==> config.mk <==
export PLATFORM = sky130hd
export DESIGN_NAME = tct_thermal_clock_throttle
export DESIGN_NICKNAME = d
export VERILOG_FILES = /design/src/include/tct_pkg.sv /design/src/core/tct_thermal_clock_throttle.sv
export SDC_FILE = /design/constraint.sdc
export NUM_CORES = 1
export LEC_CHECK = 0
export BUFFER_PORTS_ARGS = -buffer_cell sky130_fd_sc_hd__buf_4
export CORE_AREA = 2 2 115 117
export DETAILED_ROUTE_END_ITERATION = 10
export DIE_AREA = 0 0 117 119
export HOLD_SLACK_MARGIN = 0.1
export PLACE_DENSITY_LB_ADDON = 0.08
export SLEW_MARGIN = 20
export SYNTH_ARGS = -nofsm -noshare
export SYNTH_HDL_FRONTEND = slang
export SYNTH_SLANG_ARGS = --single-unit
==> constraint.sdc <==
create_clock -name clk -period 2.6 [get_ports clk]
set_input_delay 0.52 -clock clk [delete_from_list [all_inputs] [get_ports clk]]
set_output_delay 0.52 -clock clk [all_outputs]
set_load 0.01 [all_outputs]
==> src/include/tct_pkg.sv <==
// Constants of the thermal clock throttle: register map, field layout, timing.
// Assumes a 250 MHz core clock; all counts below are in core clock cycles.
package tct_pkg;
    // Register byte addresses on the AXI4-Lite bus.
    localparam logic [7:0] CTRL_OFFSET = 8'h00;
    localparam logic [7:0] STATUS_OFFSET = 8'h04;
    // Control register fields.
    localparam int CTRL_AUTO_EN_BIT = 0;
    localparam int CTRL_DUTY_LSB = 1;
    localparam int CTRL_DUTY_MSB = 3;
    localparam int CTRL_ONDEMAND_BIT = 4;
    localparam int CTRL_EVT_ENTER_BIT = 5;
    localparam int CTRL_EVT_EXIT_BIT = 6;
    localparam int CTRL_WIDTH = 7;
    localparam logic [6:0] CTRL_RESET = 7'h00;
    // Status register fields.
    localparam int STAT_ACTIVE_BIT = 0;
    localparam int STAT_AUTO_BIT = 1;
    localparam int STAT_TRIP_BIT = 2;
    localparam int STAT_CLKEN_BIT = 3;
    localparam int STAT_ONDEMAND_BIT = 4;
    // AXI responses.
    localparam logic [1:0] RESP_OKAY = 2'h0;
    localparam logic [1:0] RESP_DECERR = 2'h3;
    // Timing.
    localparam int CLK_MHZ = 250;
    localparam int MAX_PHASE_TIME_US = 3000;
    localparam int MAX_PHASE_CYC = MAX_PHASE_TIME_US * CLK_MHZ;
    localparam int HYST_TIME_US = 1000;
    localparam int HYST_CYC = HYST_TIME_US * CLK_MHZ;
    // Modulation period of 8 slots of 128 cycles each.
    localparam int MOD_CNT_W = 10;
    localparam int MOD_PERIOD_CYC = 1 << MOD_CNT_W;
    localparam logic [2:0] AUTO_ON_EIGHTHS = 3'h3;
    localparam logic [2:0] RESERVED_DUTY_EIGHTHS = 3'h4;
    // Automatic-mode sequencing.
    typedef enum logic [1:0] {
        AUTO_IDLE = 2'b00,
        AUTO_HOT = 2'b01,
        AUTO_HYST = 2'b10
    } tct_auto_t;
endpackage

==> src/core/tct_thermal_clock_throttle.sv <==
// Thermal clock throttle: gates the core clock enable at a duty cycle while throttling.
// Assumes the sensor trip levels arrive asynchronously and the clock gate sits outside.
//
// How it works
// - Core clock enable is switched off and on repeatedly while throttling is active.
// - Throttling activates from the automatic temperature path or the on-demand bit.
// - Automatic throttling starts only when the near-limit sensor trip is reported.
// - Automatic duty keeps the clock running three eighths of each period.
// - No on or off stretch exceeds 3.0 ms while throttling.
// - The modulation period is a fixed count of core clock cycles.
// - Automatic throttling ends after the trip clears and a hysteresis timer expires.
// - Automatic duty is a fixed constant that software cannot alter.
// - Writing one to control bit 4 activates throttling at once, regardless of temperature.
// - Control bits 3:1 pick on-demand on time in eighths of the period.
// - Automatic duty overrides on-demand duty while the hot condition holds.
// - The active-low hot indicator stays asserted while throttling is active.
// - Snoop and interrupt latch clocking stays running during throttling.
// - The trip temperature is fixed outside and not readable or writable here.
// - Optional event pulses mark start and end of throttling.
// - The catastrophic trip stops the core whatever the mode settings.
// - The thermal trip output latches until reset with the die cooled.
// - The thermal trip output acts without software and issues no bus cycle.
//
// Chosen here: the register offsets and register access over AXI4-Lite.
`timescale 1ns/10ps
`default_nettype none
module tct_thermal_clock_throttle #(
    parameter int HYST_CYCLES = tct_pkg::HYST_CYC
) (
    // Clock and reset
    input wire logic clk,
    input wire logic rstn,
    // Sensor trip levels, asynchronous
    input wire logic nearLimitHot,
    input wire logic catastrophicHot,
    // Clock control and pins
    output logic coreClkEn,
    output logic snoopClkEn,
    output logic hot_indicator_n,
    output logic thermal_trip_n,
    // Throttle event pulses
    output logic throttleStartEvt,
    output logic throttleStopEvt,
    // AXI4-Lite write address
    input wire logic [7:0] s_axi_awaddr,
    input wire logic s_axi_awvalid,
    output logic s_axi_awready,
    // AXI4-Lite write data
    input wire logic [31:0] s_axi_wdata,
    input wire logic [3:0] s_axi_wstrb,
    input wire logic s_axi_wvalid,
    output logic s_axi_wready,
    // AXI4-Lite write response
    output logic [1:0] s_axi_bresp,
    output logic s_axi_bvalid,
    input wire logic s_axi_bready,
    // AXI4-Lite read address
    input wire logic [7:0] s_axi_araddr,
    input wire logic s_axi_arvalid,
    output logic s_axi_arready,
    // AXI4-Lite read data
    output logic [31:0] s_axi_rdata,
    output logic [1:0] s_axi_rresp,
    output logic s_axi_rvalid,
    input wire logic s_axi_rready
);

    localparam int HYST_W = $clog2(HYST_CYCLES + 1);
    localparam int PHASE_W = $clog2(tct_pkg::MAX_PHASE_CYC + 1);

    // Three-stage synchronisers; the filtered level moves only when stages two and three agree.
    logic [2:0] hotSync_reg;
    logic [2:0] catSync_reg;
    logic hotLevel_reg;
    logic catLevel_reg;

    always_ff @(posedge clk) begin
        if (!rstn) begin
            hotSync_reg <= 3'h0;
            hotLevel_reg <= 1'b0;
        end else begin
            hotSync_reg <= {hotSync_reg[1:0], nearLimitHot};
            if (hotSync_reg[1] == hotSync_reg[2]) begin
                hotLevel_reg <= hotSync_reg[2];
            end
        end
    end

    // The catastrophic path keeps sampling through reset, so a reset taken while the die
    // is still too hot does not release the trip output even for a few cycles.
    always_ff @(posedge clk) begin
        catSync_reg <= {catSync_reg[1:0], catastrophicHot};
        if (catSync_reg[1] == catSync_reg[2]) begin
            catLevel_reg <= catSync_reg[2];
        end
    end

    // Control register and bus state.
    logic [tct_pkg::CTRL_WIDTH-1:0] ctrl_reg;
    logic awHeld_reg;
    logic wHeld_reg;
    logic [7:0] awAddr_reg;
    logic [31:0] wData_reg;
    logic [3:0] wStrb_reg;

    wire logic autoEnable = ctrl_reg[tct_pkg::CTRL_AUTO_EN_BIT];
    wire logic onDemand = ctrl_reg[tct_pkg::CTRL_ONDEMAND_BIT];
    wire logic [2:0] dutyField = ctrl_reg[tct_pkg::CTRL_DUTY_MSB:tct_pkg::CTRL_DUTY_LSB];

    // Automatic mode sequencer.
    tct_pkg::tct_auto_t autoState_reg;
    tct_pkg::tct_auto_t autoState_next;
    logic [HYST_W-1:0] hystCnt_reg;
    logic [HYST_W-1:0] hystCnt_next;

    wire logic hystDone = (hystCnt_reg == '0);

    always_comb begin
        autoState_next = autoState_reg;
        hystCnt_next = hystCnt_reg;
        unique case (autoState_reg)
            tct_pkg::AUTO_IDLE: begin
                if (autoEnable && hotLevel_reg) begin
                    autoState_next = tct_pkg::AUTO_HOT;
                end
            end
            tct_pkg::AUTO_HOT: begin
                if (!autoEnable) begin
                    autoState_next = tct_pkg::AUTO_IDLE;
                end else if (!hotLevel_reg) begin
                    autoState_next = tct_pkg::AUTO_HYST;
                    hystCnt_next = HYST_W'(HYST_CYCLES - 1);
                end
            end
            tct_pkg::AUTO_HYST: begin
                if (!autoEnable) begin
                    autoState_next = tct_pkg::AUTO_IDLE;
                end else if (hotLevel_reg) begin
                    autoState_next = tct_pkg::AUTO_HOT;
                end else if (hystDone) begin
                    autoState_next = tct_pkg::AUTO_IDLE;
                end else begin
                    hystCnt_next = hystCnt_reg - 1'b1;
                end
            end
            default: begin
                autoState_next = tct_pkg::AUTO_IDLE;
            end
        endcase
    end

    always_ff @(posedge clk) begin
        if (!rstn) begin
            autoState_reg <= tct_pkg::AUTO_IDLE;
            hystCnt_reg <= '0;
        end else begin
            autoState_reg <= autoState_next;
            hystCnt_reg <= hystCnt_next;
        end
    end

    // Activation and duty selection.
    wire logic autoActive = (autoState_reg != tct_pkg::AUTO_IDLE);
    wire logic autoOverride = (autoState_reg == tct_pkg::AUTO_HOT);
    wire logic throttleActive = autoActive || onDemand;
    // A reserved zero field falls back to half duty rather than stopping the core outright.
    wire logic [2:0] demandEighths = (dutyField == 3'h0) ?
        tct_pkg::RESERVED_DUTY_EIGHTHS : dutyField;
    // Hysteresis keeps the automatic duty too, so leaving hot does not speed the core early.
    wire logic [2:0] onEighths = (autoActive || autoOverride) ?
        tct_pkg::AUTO_ON_EIGHTHS : demandEighths;

    // The period is 1024 cycles, far below the 3.0 ms bound for any stretch.
    logic [tct_pkg::MOD_CNT_W-1:0] modCnt_reg;
    wire logic [2:0] modSlot = modCnt_reg[tct_pkg::MOD_CNT_W-1:tct_pkg::MOD_CNT_W-3];
    wire logic modOn = (modSlot < onEighths);

    always_ff @(posedge clk) begin
        if (!rstn || !throttleActive) begin
            modCnt_reg <= '0;
        end else begin
            modCnt_reg <= modCnt_reg + 1'b1;
        end
    end

    // Catastrophic trip latches until a reset taken after the die has cooled.
    logic trip_reg;
    logic active_reg;
    logic clkEn_reg;
    logic startEvt_reg;
    logic stopEvt_reg;
    logic [PHASE_W-1:0] phaseCnt_reg;

    wire logic tripAny = trip_reg || catLevel_reg;
    wire logic clkEnWant = !tripAny && (!throttleActive || modOn);
    // Each on or off stretch is counted as a backstop: one reaching the limit is cut by a
    // single flip of the enable, so the bound holds even if the period is rebuilt longer.
    wire logic phaseLimit = (phaseCnt_reg == PHASE_W'(tct_pkg::MAX_PHASE_CYC - 1));
    wire logic stretchCut = throttleActive && phaseLimit;
    wire logic clkEnNext = tripAny ? 1'b0 : (stretchCut ? !clkEn_reg : clkEnWant);

    always_ff @(posedge clk) begin
        if (!rstn || !throttleActive || tripAny || (clkEnNext != clkEn_reg)) begin
            phaseCnt_reg <= '0;
        end else begin
            phaseCnt_reg <= phaseCnt_reg + 1'b1;
        end
    end

    // Reset keeps the trip and the stopped core while the die is still too hot.
    always_ff @(posedge clk) begin
        if (!rstn) begin
            trip_reg <= catLevel_reg;
            active_reg <= 1'b0;
            clkEn_reg <= !catLevel_reg;
        end else begin
            trip_reg <= tripAny;
            active_reg <= throttleActive;
            clkEn_reg <= clkEnNext;
        end
    end

    // Events follow the registered active level, so they line up with the indicator edges.
    always_ff @(posedge clk) begin
        if (!rstn) begin
            startEvt_reg <= 1'b0;
            stopEvt_reg <= 1'b0;
        end else begin
            startEvt_reg <= throttleActive && !active_reg &&
                ctrl_reg[tct_pkg::CTRL_EVT_ENTER_BIT];
            stopEvt_reg <= !throttleActive && active_reg &&
                ctrl_reg[tct_pkg::CTRL_EVT_EXIT_BIT];
        end
    end

    assign coreClkEn = clkEn_reg;
    assign snoopClkEn = !trip_reg;
    assign hot_indicator_n = !active_reg;
    assign thermal_trip_n = !trip_reg;
    assign throttleStartEvt = startEvt_reg;
    assign throttleStopEvt = stopEvt_reg;

    // AXI4-Lite write path: address and data are taken in either order, then answered.
    logic bValid_reg;
    logic [1:0] bResp_reg;

    assign s_axi_awready = !awHeld_reg && !bValid_reg;
    assign s_axi_wready = !wHeld_reg && !bValid_reg;
    wire logic awTake = s_axi_awvalid && s_axi_awready;
    wire logic wTake = s_axi_wvalid && s_axi_wready;
    wire logic awHave = awHeld_reg || awTake;
    wire logic wHave = wHeld_reg || wTake;
    wire logic [7:0] wrAddr = awHeld_reg ? awAddr_reg : s_axi_awaddr;
    wire logic [31:0] wrData = wHeld_reg ? wData_reg : s_axi_wdata;
    wire logic [3:0] wrStrb = wHeld_reg ? wStrb_reg : s_axi_wstrb;
    wire logic wrFire = awHave && wHave && !bValid_reg;
    wire logic wrCtrl = (wrAddr == tct_pkg::CTRL_OFFSET);
    wire logic wrStat = (wrAddr == tct_pkg::STATUS_OFFSET);

    wire logic ctrlLoad = wrFire && wrCtrl && wrStrb[0];

    // Address and data are parked here until their partner arrives.
    always_ff @(posedge clk) begin
        if (!rstn) begin
            awAddr_reg <= 8'h00;
            wData_reg <= 32'h0000_0000;
            wStrb_reg <= 4'h0;
        end else begin
            if (awTake) begin
                awAddr_reg <= s_axi_awaddr;
            end
            if (wTake) begin
                wData_reg <= s_axi_wdata;
                wStrb_reg <= s_axi_wstrb;
            end
        end
    end

    always_ff @(posedge clk) begin
        if (!rstn) begin
            awHeld_reg <= 1'b0;
            wHeld_reg <= 1'b0;
            bValid_reg <= 1'b0;
            bResp_reg <= tct_pkg::RESP_OKAY;
        end else if (wrFire) begin
            awHeld_reg <= 1'b0;
            wHeld_reg <= 1'b0;
            bValid_reg <= 1'b1;
            bResp_reg <= (wrCtrl || wrStat) ? tct_pkg::RESP_OKAY : tct_pkg::RESP_DECERR;
        end else begin
            awHeld_reg <= awHave;
            wHeld_reg <= wHave;
            if (bValid_reg && s_axi_bready) begin
                bValid_reg <= 1'b0;
            end
        end
    end

    always_ff @(posedge clk) begin
        if (!rstn) begin
            ctrl_reg <= tct_pkg::CTRL_RESET;
        end else if (ctrlLoad) begin
            ctrl_reg <= wrData[tct_pkg::CTRL_WIDTH-1:0];
        end
    end

    assign s_axi_bvalid = bValid_reg;
    assign s_axi_bresp = bResp_reg;

    // AXI4-Lite read path; the trip level itself is never exposed.
    logic rValid_reg;
    logic [31:0] rData_reg;
    logic [1:0] rResp_reg;

    assign s_axi_arready = !rValid_reg;
    wire logic arTake = s_axi_arvalid && s_axi_arready;
    wire logic rdCtrl = (s_axi_araddr == tct_pkg::CTRL_OFFSET);
    wire logic rdStat = (s_axi_araddr == tct_pkg::STATUS_OFFSET);
    wire logic [31:0] ctrlWord = {25'h0000000, ctrl_reg};
    wire logic [31:0] statWord = {27'h0000000, onDemand, clkEn_reg, trip_reg,
        autoActive, active_reg};
    wire logic [31:0] rdWord = rdCtrl ? ctrlWord : (rdStat ? statWord : 32'h0000_0000);
    wire logic [1:0] rdResp = (rdCtrl || rdStat) ? tct_pkg::RESP_OKAY : tct_pkg::RESP_DECERR;

    always_ff @(posedge clk) begin
        if (!rstn) begin
            rValid_reg <= 1'b0;
            rData_reg <= 32'h0000_0000;
            rResp_reg <= tct_pkg::RESP_OKAY;
        end else if (arTake) begin
            rValid_reg <= 1'b1;
            rData_reg <= rdWord;
            rResp_reg <= rdResp;
        end else if (rValid_reg && s_axi_rready) begin
            rValid_reg <= 1'b0;
        end
    end

    assign s_axi_rvalid = rValid_reg;
    assign s_axi_rdata = rData_reg;
    assign s_axi_rresp = rResp_reg;

endmodule // tct_thermal_clock_throttle
`default_nettype wire

==> key figures, run 1 <==
Synth
  – Yosys warns: 0
  – Top FF cell, synth: dfxtp_1
  – Synthesis-stage register bit count: 99
  – FFs w/ async S/R, synth: 0%
  – Netlist cell types: 54
  – Mapped Avg Cell Area: a little under 9 µm²
  – EDFF count, synth: 1
  – Mapped cell area: about 0.0045 mm²
  – Seq/Total Area, Yosys: 44.6%
  – Synthesized instance count: roughly 510

Routing
  – DR iter-0 viols: between 100 and 150
  – Vias: 3,531
  – Routed Antenna Nets: 0
  – Drt drc: 0
  – Final wirelength: between 9 and 10 mm
  – Via-to-Cell Ratio: approximately 4.7
  – Initial DRT Pass Iterations: 5
  – Routed WL per cell: around 13 µm

Die
  – Die span in y: about 120 µm
  – Die width: between 100 and 150 µm
  – Core area: around 0.013 mm²
  – Die area: 0.0139 mm²
  – Num rows: 42
  – Ports: around 110
  – Initial Util: about a third

Timing
  – Slew Limit Fails: 0
  – Final period util: roughly nine tenths
  – Final Skew: 0.00604 ns
  – Max Freq: 427 MHz
  – Setup ws final: 0.256 ns
  – Final worst path period need: 2.34 ns
  – Final Hold Vio Count: 0
  – Setup violators final: 0
  – Sum of negative setup slack: 0 ns
  – RSZ-0062 raised after global routing: no
  – Slew margin rel.: about 50%
  – Worst-margin pin slew: between 0.7 and 0.8 ns

Finish
  – Layout Area Growth over Synthesis: 18.4%
  – Max reg flops: 20
  – Final Non-Filler Cells: ~750
  – Finished Cell Area: 0.00529 mm²
  – Fraction of layout instances using a drive strength above 1: between 15 and 20%
  – Commonest non-fill, non-tap cells in the layout: dfxtp_1 (98), nor2_1 (74), buf_4 (62)
  – Final #Nets: 630
  – Most common cell after layout, fill and taps aside: dfxtp_1
  – Antenna Diode Count: 0

Critical path
  – Critical path fanouts, max: 10
  – Setup Crit Path Kind: reg2reg
  – Critical Path RT: between 2 and 3 ns
  – Nature of the critical path startpoint: register
  – Internal reg-to-reg setup slack: ~0.26 ns
  – WP buf/inv: 0
  – CP Data Arrival Time: 2.56 ns
  – Worst Setup SP: hystCnt_reg[4]
  – R2R Path End: hystCnt_reg[3]
  – CP delay by family, top: simple AND/OR/NAND/NOR gates
  – CP max-delay cell: or4_4
  – CP endpoint kind: register
  – Worst-path cell chain: or4_1 -> or4_4 -> o2111ai_1 -> xor2_1 -> a21oi_1
  – Depth of the most critical reg-to-reg path: 5
  – Max incr delay on CP: 0.69 ns
  – Reg2Reg Launch Point: hystCnt_reg[4]

CTS
  – Post-cts sizing count: 0
  – CTS Buf Count: 9
  – Clock net sink count: about 100
  – Skew-Pair Late Insertion Delay: about 0.35 ns
  – CTS clk-pin slew, worst paths: ~0.07 ns
  – Postcts setup bufs: 0
  – Max Root-Sink Buffers: 2
  – H-tree Lvls: 3
  – Root Buffer: clkbuf_16
  – Hold_buf cts: 0
  – TritonCTS clock tree: built

Global route
  – GRT Total Usage: between 10% and 20%
  – Largest net degree at the start of global routing: between 40 and 50
  – Vias in the first global route: ~3,200
  – Global-route wire length before repair: between 15 and 20 mm
  – Grt total ovfl: 0
  – Initial antenna violation count: 0

Pwr
  – Peak supply drop: 0.219 mV
  – Sw Ratio: approximately 22%
  – Power share of the combinational group: 7.2%
  – Leak: 0.00199 µW
  – Pint: around 2600 µW
  – Psw: around 740 µW
  – Clk network pwr share: between 40% and 50%
  – PwrDens: between 600 and 700 mW/mm²
  – Total power: 3330 µW
  – Sequential share of power: approximately 48%

Hold path
  – Hold path start: catastrophicHot
  – Hold Path Class: in2reg
  – Hold path endpoint: catSync_reg[0]
  – Worst hold stages: 1

Placed design
  – Number of buffer cells added on primary ports: between 50 and 60
  – Placement-stage worst setup slack: 0.265 ns
  – Routability cong.: 0.816
  – Placed cell count: about 730
  – Post-DP Area: between 0.004 and 0.005 mm²
  – DP HPWL: 6.97 mm

Job
  – # Max-Cap Violations: 0

Run status
  – Status: complete, no violations
worst reg2reg max path: stages, from the launching register on:
cell	delay, ns
dfxtp_1	0.35
or4_1	0.67
or4_4	0.69
o2111ai_1	0.24
xor2_1	0.18
a21oi_1	0.08
logic make-up (layout without fill, tap and decap cells):
kind of cell | Yosys count | count (layout) | synth area share, %
AND/OR/NAND/NOR | 220 | 220 | 24.2
multiplexers | 13 | 13 | 3.03
XOR/XNOR | 41 | 41 | 8.04
buffers and inverters | 60 | 91 | 7.62
AO/OA/AOI/OAI | 75 | 75 | 11.0
adder cells (fa/ha/maj) | 5 | 5 | 1.40
other | 1 | 25 | 0.0840
flip-flops | 99 | 99 | 44.6
per-layer routing:
metal  track usage, %  share of wire (%)
met3             3.26                4.4
met1             20.3                 50
met4             6.18                1.6
met5                0                  0
met2             21.5                 44
worst max-delay path by stage:
stage	endpoint	slack, ns	cells after the start
2_1_floorplan	hystCnt_reg[12]	0.40	7
3_3_place_gp	hystCnt_reg[3]	0.26	5
3_5_place_dp	hystCnt_reg[3]	0.26	5
4_1_cts	hystCnt_reg[3]	0.25	5
5_1_grt	hystCnt_reg[3]	0.07	7
6_report	hystCnt_reg[3]	0.26	5
cell usage after synthesis, drive strengths merged, types with 3 or more instances:
master	number	share of area, %
xor2	28	5.5
ha	5	1.4
clkbuf	16	1.3
nand2	53	4.5
nand4	5	0.70
nand2b	6	0.84
or4	4	0.76
mux2i	9	2.0
or2	4	0.56
o2111ai	3	0.59
o211ai	3	0.62
a22oi	6	1.0
nor3	14	1.8
nor4b	3	0.59
nand3	17	1.9
a21oi	33	3.7
buf	31	5.2
nand4b	3	0.59
o21ai	9	1.2
or3	6	0.84
a211oi	11	1.8
and2	6	0.84
dfxtp	98	44
and4	4	0.78
nor2	74	6.2
and3	4	0.56
inv	12	1.0
nor4	12	1.8
mux2	4	1.0
xnor2	13	2.5
power by group through the flow:
stage	logic (µW)	registers (µW)	clock network, µW
2_1_floorplan	170	1610	0
3_3_place_gp	240	1620	0
3_5_place_dp	242	1620	0
4_1_cts	242	1580	1540
5_1_grt	268	1590	1610
6_report	238	1580	1510
through the flow:
stage	hold slack, ns	utilization [%]
final	0.271	41.1
after detailed placement	0.327	38.4
after CTS	0.262	41.1
after global placement	0.311	38.4
after global routing	0.261	41.1
after floorplan	0.310	-
area by class of cell:
class | instances | area [µm²]
Fill cell | 1311 | 7590
Multi-Input combinational cell | 379 | 2220
Sequential cell | 99 | 1990
Timing Repair Buffer | 62 | 465
Clock buffer | 13 | 270
Tap cell | 176 | 220
Clock inverter | 3 | 68.8
Inverter | 13 | 48.8
(Power assumes the default switching activity.)
==> run 2, diff against run 1 <==
--- a/config.mk
+++ b/config.mk
@@ -6,9 +6,9 @@
 export NUM_CORES = 1
 export LEC_CHECK = 0
 export BUFFER_PORTS_ARGS = -buffer_cell sky130_fd_sc_hd__buf_4
-export CORE_AREA = 2 2 115 117
+export CORE_AREA = 2 2 95 97
 export DETAILED_ROUTE_END_ITERATION = 10
-export DIE_AREA = 0 0 117 119
+export DIE_AREA = 0 0 97 99
 export HOLD_SLACK_MARGIN = 0.1
 export PLACE_DENSITY_LB_ADDON = 0.08
 export SLEW_MARGIN = 20
==> run 2 against run 1 <==
  * Maximum frequency is 0.49% higher
  * Routed wire length fell by 8.3%
  * Utilization grew 19 points
  * Clock skew increased by 0.0031 ns
  * Sequential power about the same
  * Critical path type unchanged
  * Combinational power about the same
==> key figures, run 2 (synthesized netlist as in run 1, its figures left out) <==
Run status
  – Status: complete, no violations

Finish
  – Final Non-Filler Cells: ~680
  – Max reg flops: 20
  – Most common cell after layout, fill and taps aside: dfxtp_1
  – Commonest non-fill, non-tap cells in the layout: dfxtp_1 (98), nor2_1 (74), buf_4 (64)
  – Layout Area Growth over Synthesis: 14.1%
  – Fraction of layout instances using a drive strength above 1: between 15 and 20%
  – Final #Nets: between 600 and 700
  – Antenna Diode Count: 0

Routing
  – Routed WL per cell: roughly 13 µm
  – Routed Antenna Nets: 0
  – Vias: 3,519
  – Initial DRT Pass Iterations: 4
  – Final wirelength: roughly 8.8 mm
  – DR iter-0 viols: ~120
  – Via-to-Cell Ratio: between 5 and 6
  – Drt drc: 0

Timing
  – Final worst path period need: approximately 2.3 ns
  – Sum of negative setup slack: 0 ns
  – Worst-margin pin slew: around 0.7 ns
  – RSZ-0062 raised after global routing: no
  – Slew margin rel.: a little over half
  – WHS: around 0.24 ns
  – Slew Limit Fails: 0
  – Setup violators final: 0
  – Final Hold Vio Count: 0
  – Max Freq: approximately 430 MHz
  – Final Skew: approximately 0.0091 ns
  – Final period util: 89.7%

Placed design
  – Placed cell count: between 600 and 700
  – DP HPWL: around 6.5 mm
  – Routability cong.: 0.840
  – Number of buffer cells added on primary ports: 54

CTS
  – CTS clk-pin slew, worst paths: ~0.11 ns
  – Post-cts sizing count: 0
  – Skew-Pair Late Insertion Delay: approximately 0.37 ns
  – H-tree Lvls: 3
  – CTS Buf Count: 9
  – Postcts setup bufs: 0
  – Root Buffer: clkbuf_8
  – Hold_buf cts: 0
  – TritonCTS clock tree: built
  – Max Root-Sink Buffers: 2
  – Clock net sink count: 99

Die
  – Initial Util: between 50% and 60%
  – Num rows: 34
  – Ports: 108
  – Die span in y: between 90 and 100 µm
  – Die width: between 90 and 100 µm
  – Core area: between 0.008 and 0.009 mm²
  – Die area: a little under 0.01 mm²

Pwr
  – Leak: about 0.0019 µW
  – Peak supply drop: roughly 0.34 mV
  – Total power: 2880 µW
  – PwrDens: about 560 mW/mm²

Critical path
  – Internal reg-to-reg setup slack: ~0.27 ns
  – Critical Path RT: around 2.9 ns
  – CP endpoint kind: register
  – Setup Crit Path Kind: reg2reg
  – CP Data Arrival Time: 2.59 ns
  – Critical path fanouts, max: 10
  – Nature of the critical path startpoint: register

Hold path
  – Hold Path Class: in2reg

Global route
  – Initial antenna violation count: 0
  – Vias in the first global route: around 3,300
  – Grt total ovfl: 0
  – GRT Total Usage: a little under a fifth
  – Largest net degree at the start of global routing: 26
  – Global-route wire length before repair: ~15 mm

Job
  – # Max-Cap Violations: 0
[run 2: cell count changes in the layout (fill, tap and decap cells not counted)]
cell / before / now
inv_8: 0 / 2
clkbuf_8: 3 / 9
bufinv_16: 2 / 1
clkbuf_1: 1 / 0
clkinv_4: 1 / 0
inv_6: 0 / 2
clkbuf_16: 9 / 0
clkinv_8: 0 / 1
buf_4: 62 / 64
clkinvlp_4: 0 / 1
[run 2: final timing paths]
kind                                 startpoint              to  cells after the start
worst max register to register   hystCnt_reg[4]  hystCnt_reg[7]                      5
worst min-delay path            catastrophicHot  catSync_reg[0]                      1
worst min register to register   catSync_reg[0]  catSync_reg[1]                      0
worst max-delay path             hystCnt_reg[4]  hystCnt_reg[7]                      5
[run 2: area by class of cell]
type / count / area, µm²
clock buffer: 9 / 124
clock inverter: 7 / 93.8
fill: 777 / 3450
inverter: 13 / 48.8
multi-input combinational: 379 / 2220
sequential: 99 / 1990
tap: 108 / 135
timing repair buffer: 64 / 480
[run 2: through the flow]
stage	setup slack (ns)	utilization, %	area, µm²
final	0.267	59.6	5100
after global routing	0.126	59.6	5100
after CTS	0.275	59.6	5100
after detailed placement	0.299	57.1	4880
after global placement	0.301	57.1	4880
after floorplan	0.395	-	4560
[run 2: critical path, cell delays in order, from the launching register on]
cell	delay (ns)
dfxtp_1	0.37
or4_1	0.67
or4_4	0.68
o2111ai_1	0.26
xor2_1	0.17
a21oi_1	0.08
[run 2: metal layers]
| metal | track usage [%] | vias to the layer above | routed length [µm] |
|---|---|---|---|
| li1 | - | 1826 | - |
| met1 | 23.3 | 1604 | 3990 |
| met2 | 31.4 | 77 | 4170 |
| met3 | 6.17 | 12 | 492 |
| met4 | 5.63 | 0 | 119 |
| met5 | 0 | - | 0 |
[run 2: where the power goes]
group / switching, µW / total, µW / internal (µW)
clock network: 584 / 1060 / 473
registers: 27.5 / 1580 / 1560
logic: 130 / 237 / 107
==> run 3, diff against run 2 <==
--- a/config.mk
+++ b/config.mk
@@ -6,10 +6,9 @@
 export NUM_CORES = 1
 export LEC_CHECK = 0
 export BUFFER_PORTS_ARGS = -buffer_cell sky130_fd_sc_hd__buf_4
-export CORE_AREA = 2 2 95 97
+export CORE_AREA = 2 2 94 96
 export DETAILED_ROUTE_END_ITERATION = 10
-export DIE_AREA = 0 0 97 99
-export HOLD_SLACK_MARGIN = 0.1
+export DIE_AREA = 0 0 96 98
 export PLACE_DENSITY_LB_ADDON = 0.08
 export SLEW_MARGIN = 20
 export SYNTH_ARGS = -nofsm -noshare
==> constraint.sdc (replaced) <==
create_clock -name clk -period 2.9 [get_ports clk]
set_input_delay 0.58 -clock clk [delete_from_list [all_inputs] [get_ports clk]]
set_output_delay 0.58 -clock clk [all_outputs]
set_load 0.01 [all_outputs]
==> run 3 against run 2 <==
  * Total power is 12% lower
  * Critical path type unchanged
  * Routed wire length shrank 0.81%
  * Critical path depth unchanged
  * Sequential power fell by 10%
  * Register-to-register slack better by 0.28 ns
  * Critical endpoint unchanged
  * Worst setup slack improved by 0.28 ns
==> key figures, run 3 (synthesized netlist as in run 1, its figures left out) <==
Critical path
  – Critical path fanouts, max: 10
  – CP max-delay cell: or4_4
  – Nature of the critical path startpoint: register
  – WP buf/inv: 0
  – Worst-path cell chain: or4_1 -> or4_4 -> o2111ai_1 -> xor2_1 -> a21oi_1
  – Critical Path RT: 3.15 ns
  – Max incr delay on CP: a little under 0.7 ns
  – CP delay by family, top: simple AND/OR/NAND/NOR gates
  – CP endpoint kind: register
  – Setup Crit Path Kind: reg2reg
  – CP Data Arrival Time: between 2 and 3 ns

CTS
  – Skew-Pair Late Insertion Delay: 0.36 ns
  – CTS Buf Count: 9
  – Root Buffer: clkbuf_8
  – Max Root-Sink Buffers: 2
  – Clock net sink count: between 90 and 100
  – CTS clk-pin slew, worst paths: around 0.1 ns
  – Hold_buf cts: 0
  – Post-cts sizing count: 0
  – Postcts setup bufs: 0
  – H-tree Lvls: 3
  – TritonCTS clock tree: built

Die
  – Core area: approximately 0.0085 mm²
  – Die area: 0.00941 mm²
  – Die width: around 96 µm
  – Initial Util: ~53%
  – Num rows: 34
  – Die span in y: 98 µm
  – Ports: around 110

Timing
  – Setup ws final: 0.552 ns
  – Final period util: between 80% and 90%
  – Max Freq: between 400 and 500 MHz
  – Setup violators final: 0
  – Slew margin rel.: 49.4%
  – Slew Limit Fails: 0
  – Final Hold Vio Count: 0
  – Worst-margin pin slew: about 0.75 ns
  – Final Skew: approximately 0.011 ns
  – Final worst path period need: about 2.3 ns
  – RSZ-0062 raised after global routing: no
  – Sum of negative setup slack: 0 ns

Global route
  – Vias in the first global route: ~3,200
  – Initial antenna violation count: 0
  – GRT Total Usage: a little under a fifth
  – Grt total ovfl: 0
  – Largest net degree at the start of global routing: 24
  – Global-route wire length before repair: about 14 mm

Run status
  – Status: complete, no violations

Finish
  – Max reg flops: 20
  – Most common cell after layout, fill and taps aside: dfxtp_1
  – Fraction of layout instances using a drive strength above 1: 16.5%
  – Commonest non-fill, non-tap cells in the layout: dfxtp_1 (98), nor2_1 (74), buf_4 (61)
  – Register area: between 0.0015 and 0.002 mm²
  – Finished Cell Area: ~0.0051 mm²
  – Fill count: between 700 and 800
  – Post-layout util: roughly three fifths
  – Final #Nets: roughly 630
  – Antenna Diode Count: 0
  – Multi-input logic area: approximately 0.0022 mm²
  – Layout Area Growth over Synthesis: 13.4%

Placed design
  – Number of buffer cells added on primary ports: between 50 and 60
  – Post-DP Area: roughly 0.0049 mm²
  – Routability cong.: between 0.8 and 0.9
  – Placement-stage worst setup slack: between 0.5 and 0.6 ns
  – DP HPWL: ~6.5 mm

Routing
  – Routed Antenna Nets: 0
  – DR iter-0 viols: roughly 90
  – Drt drc: 0
  – Via-to-Cell Ratio: 5.22
  – Initial DRT Pass Iterations: 4
  – Vias: between 3,000 and 4,000
  – Routed WL per cell: 12.9 µm
  – Final wirelength: about 8.7 mm

Job
  – # Max-Cap Violations: 0

Pwr
  – PwrDens: around 500 mW/mm²
  – Total power: between 2000 and 3000 µW
  – Leak: slightly below 0.002 µW
  – Peak supply drop: 0.305 mV

Hold path
  – Hold Path Class: in2reg
run 3: layer usage:
layer  global-route usage [%]  share of wire [%]  vias up
met5                        0                  0        -
met4                     8.57                1.0        0
met3                     4.48                4.5        6
met2                     30.2                 48       71
met1                     24.5                 47     1633
li1                         -                  -     1819
run 3: through the flow:
stage,instances,hold WS [ns]
2_1_floorplan,538,0.310
3_3_place_gp,660,0.312
3_5_place_dp,660,0.322
4_1_cts,676,0.291
5_1_grt,676,0.289
6_report,676,0.317
run 3: area by class of cell:
| type | count | area share, % |
|---|---|---|
| Multi-Input combinational cell | 379 | 43.9 |
| Tap cell | 108 | 2.67 |
| Sequential cell | 99 | 39.3 |
| Clock buffer | 9 | 2.45 |
| Timing Repair Buffer | 61 | 9.05 |
| Clock inverter | 7 | 1.61 |
| Inverter | 13 | 0.964 |
run 3: worst paths after layout:
path,startpoint,to,slack [ns],cells past startpoint
max,hystCnt_reg[4],hystCnt_reg[7],0.55,5
min reg2reg,catSync_reg[0],catSync_reg[1],0.34,0
min,catastrophicHot,catSync_reg[0],0.32,1
max reg2reg,hystCnt_reg[4],hystCnt_reg[7],0.55,5
run 3: worst register-to-register path: stages, from the launching register on:
cell and delay [ns]:
dfxtp_1 0.36, or4_1 0.68, or4_4 0.69, o2111ai_1 0.24, xor2_1 0.18, a21oi_1 0.09
run 3: power breakdown:
group / internal (µW) / switching (µW) / leakage (µW) / total [µW]
logic: 95.7 / 116 / 0.00101 / 212
registers: 1400 / 23.6 / 0.000805 / 1420
clock network: 414 / 498 / 0.000107 / 912
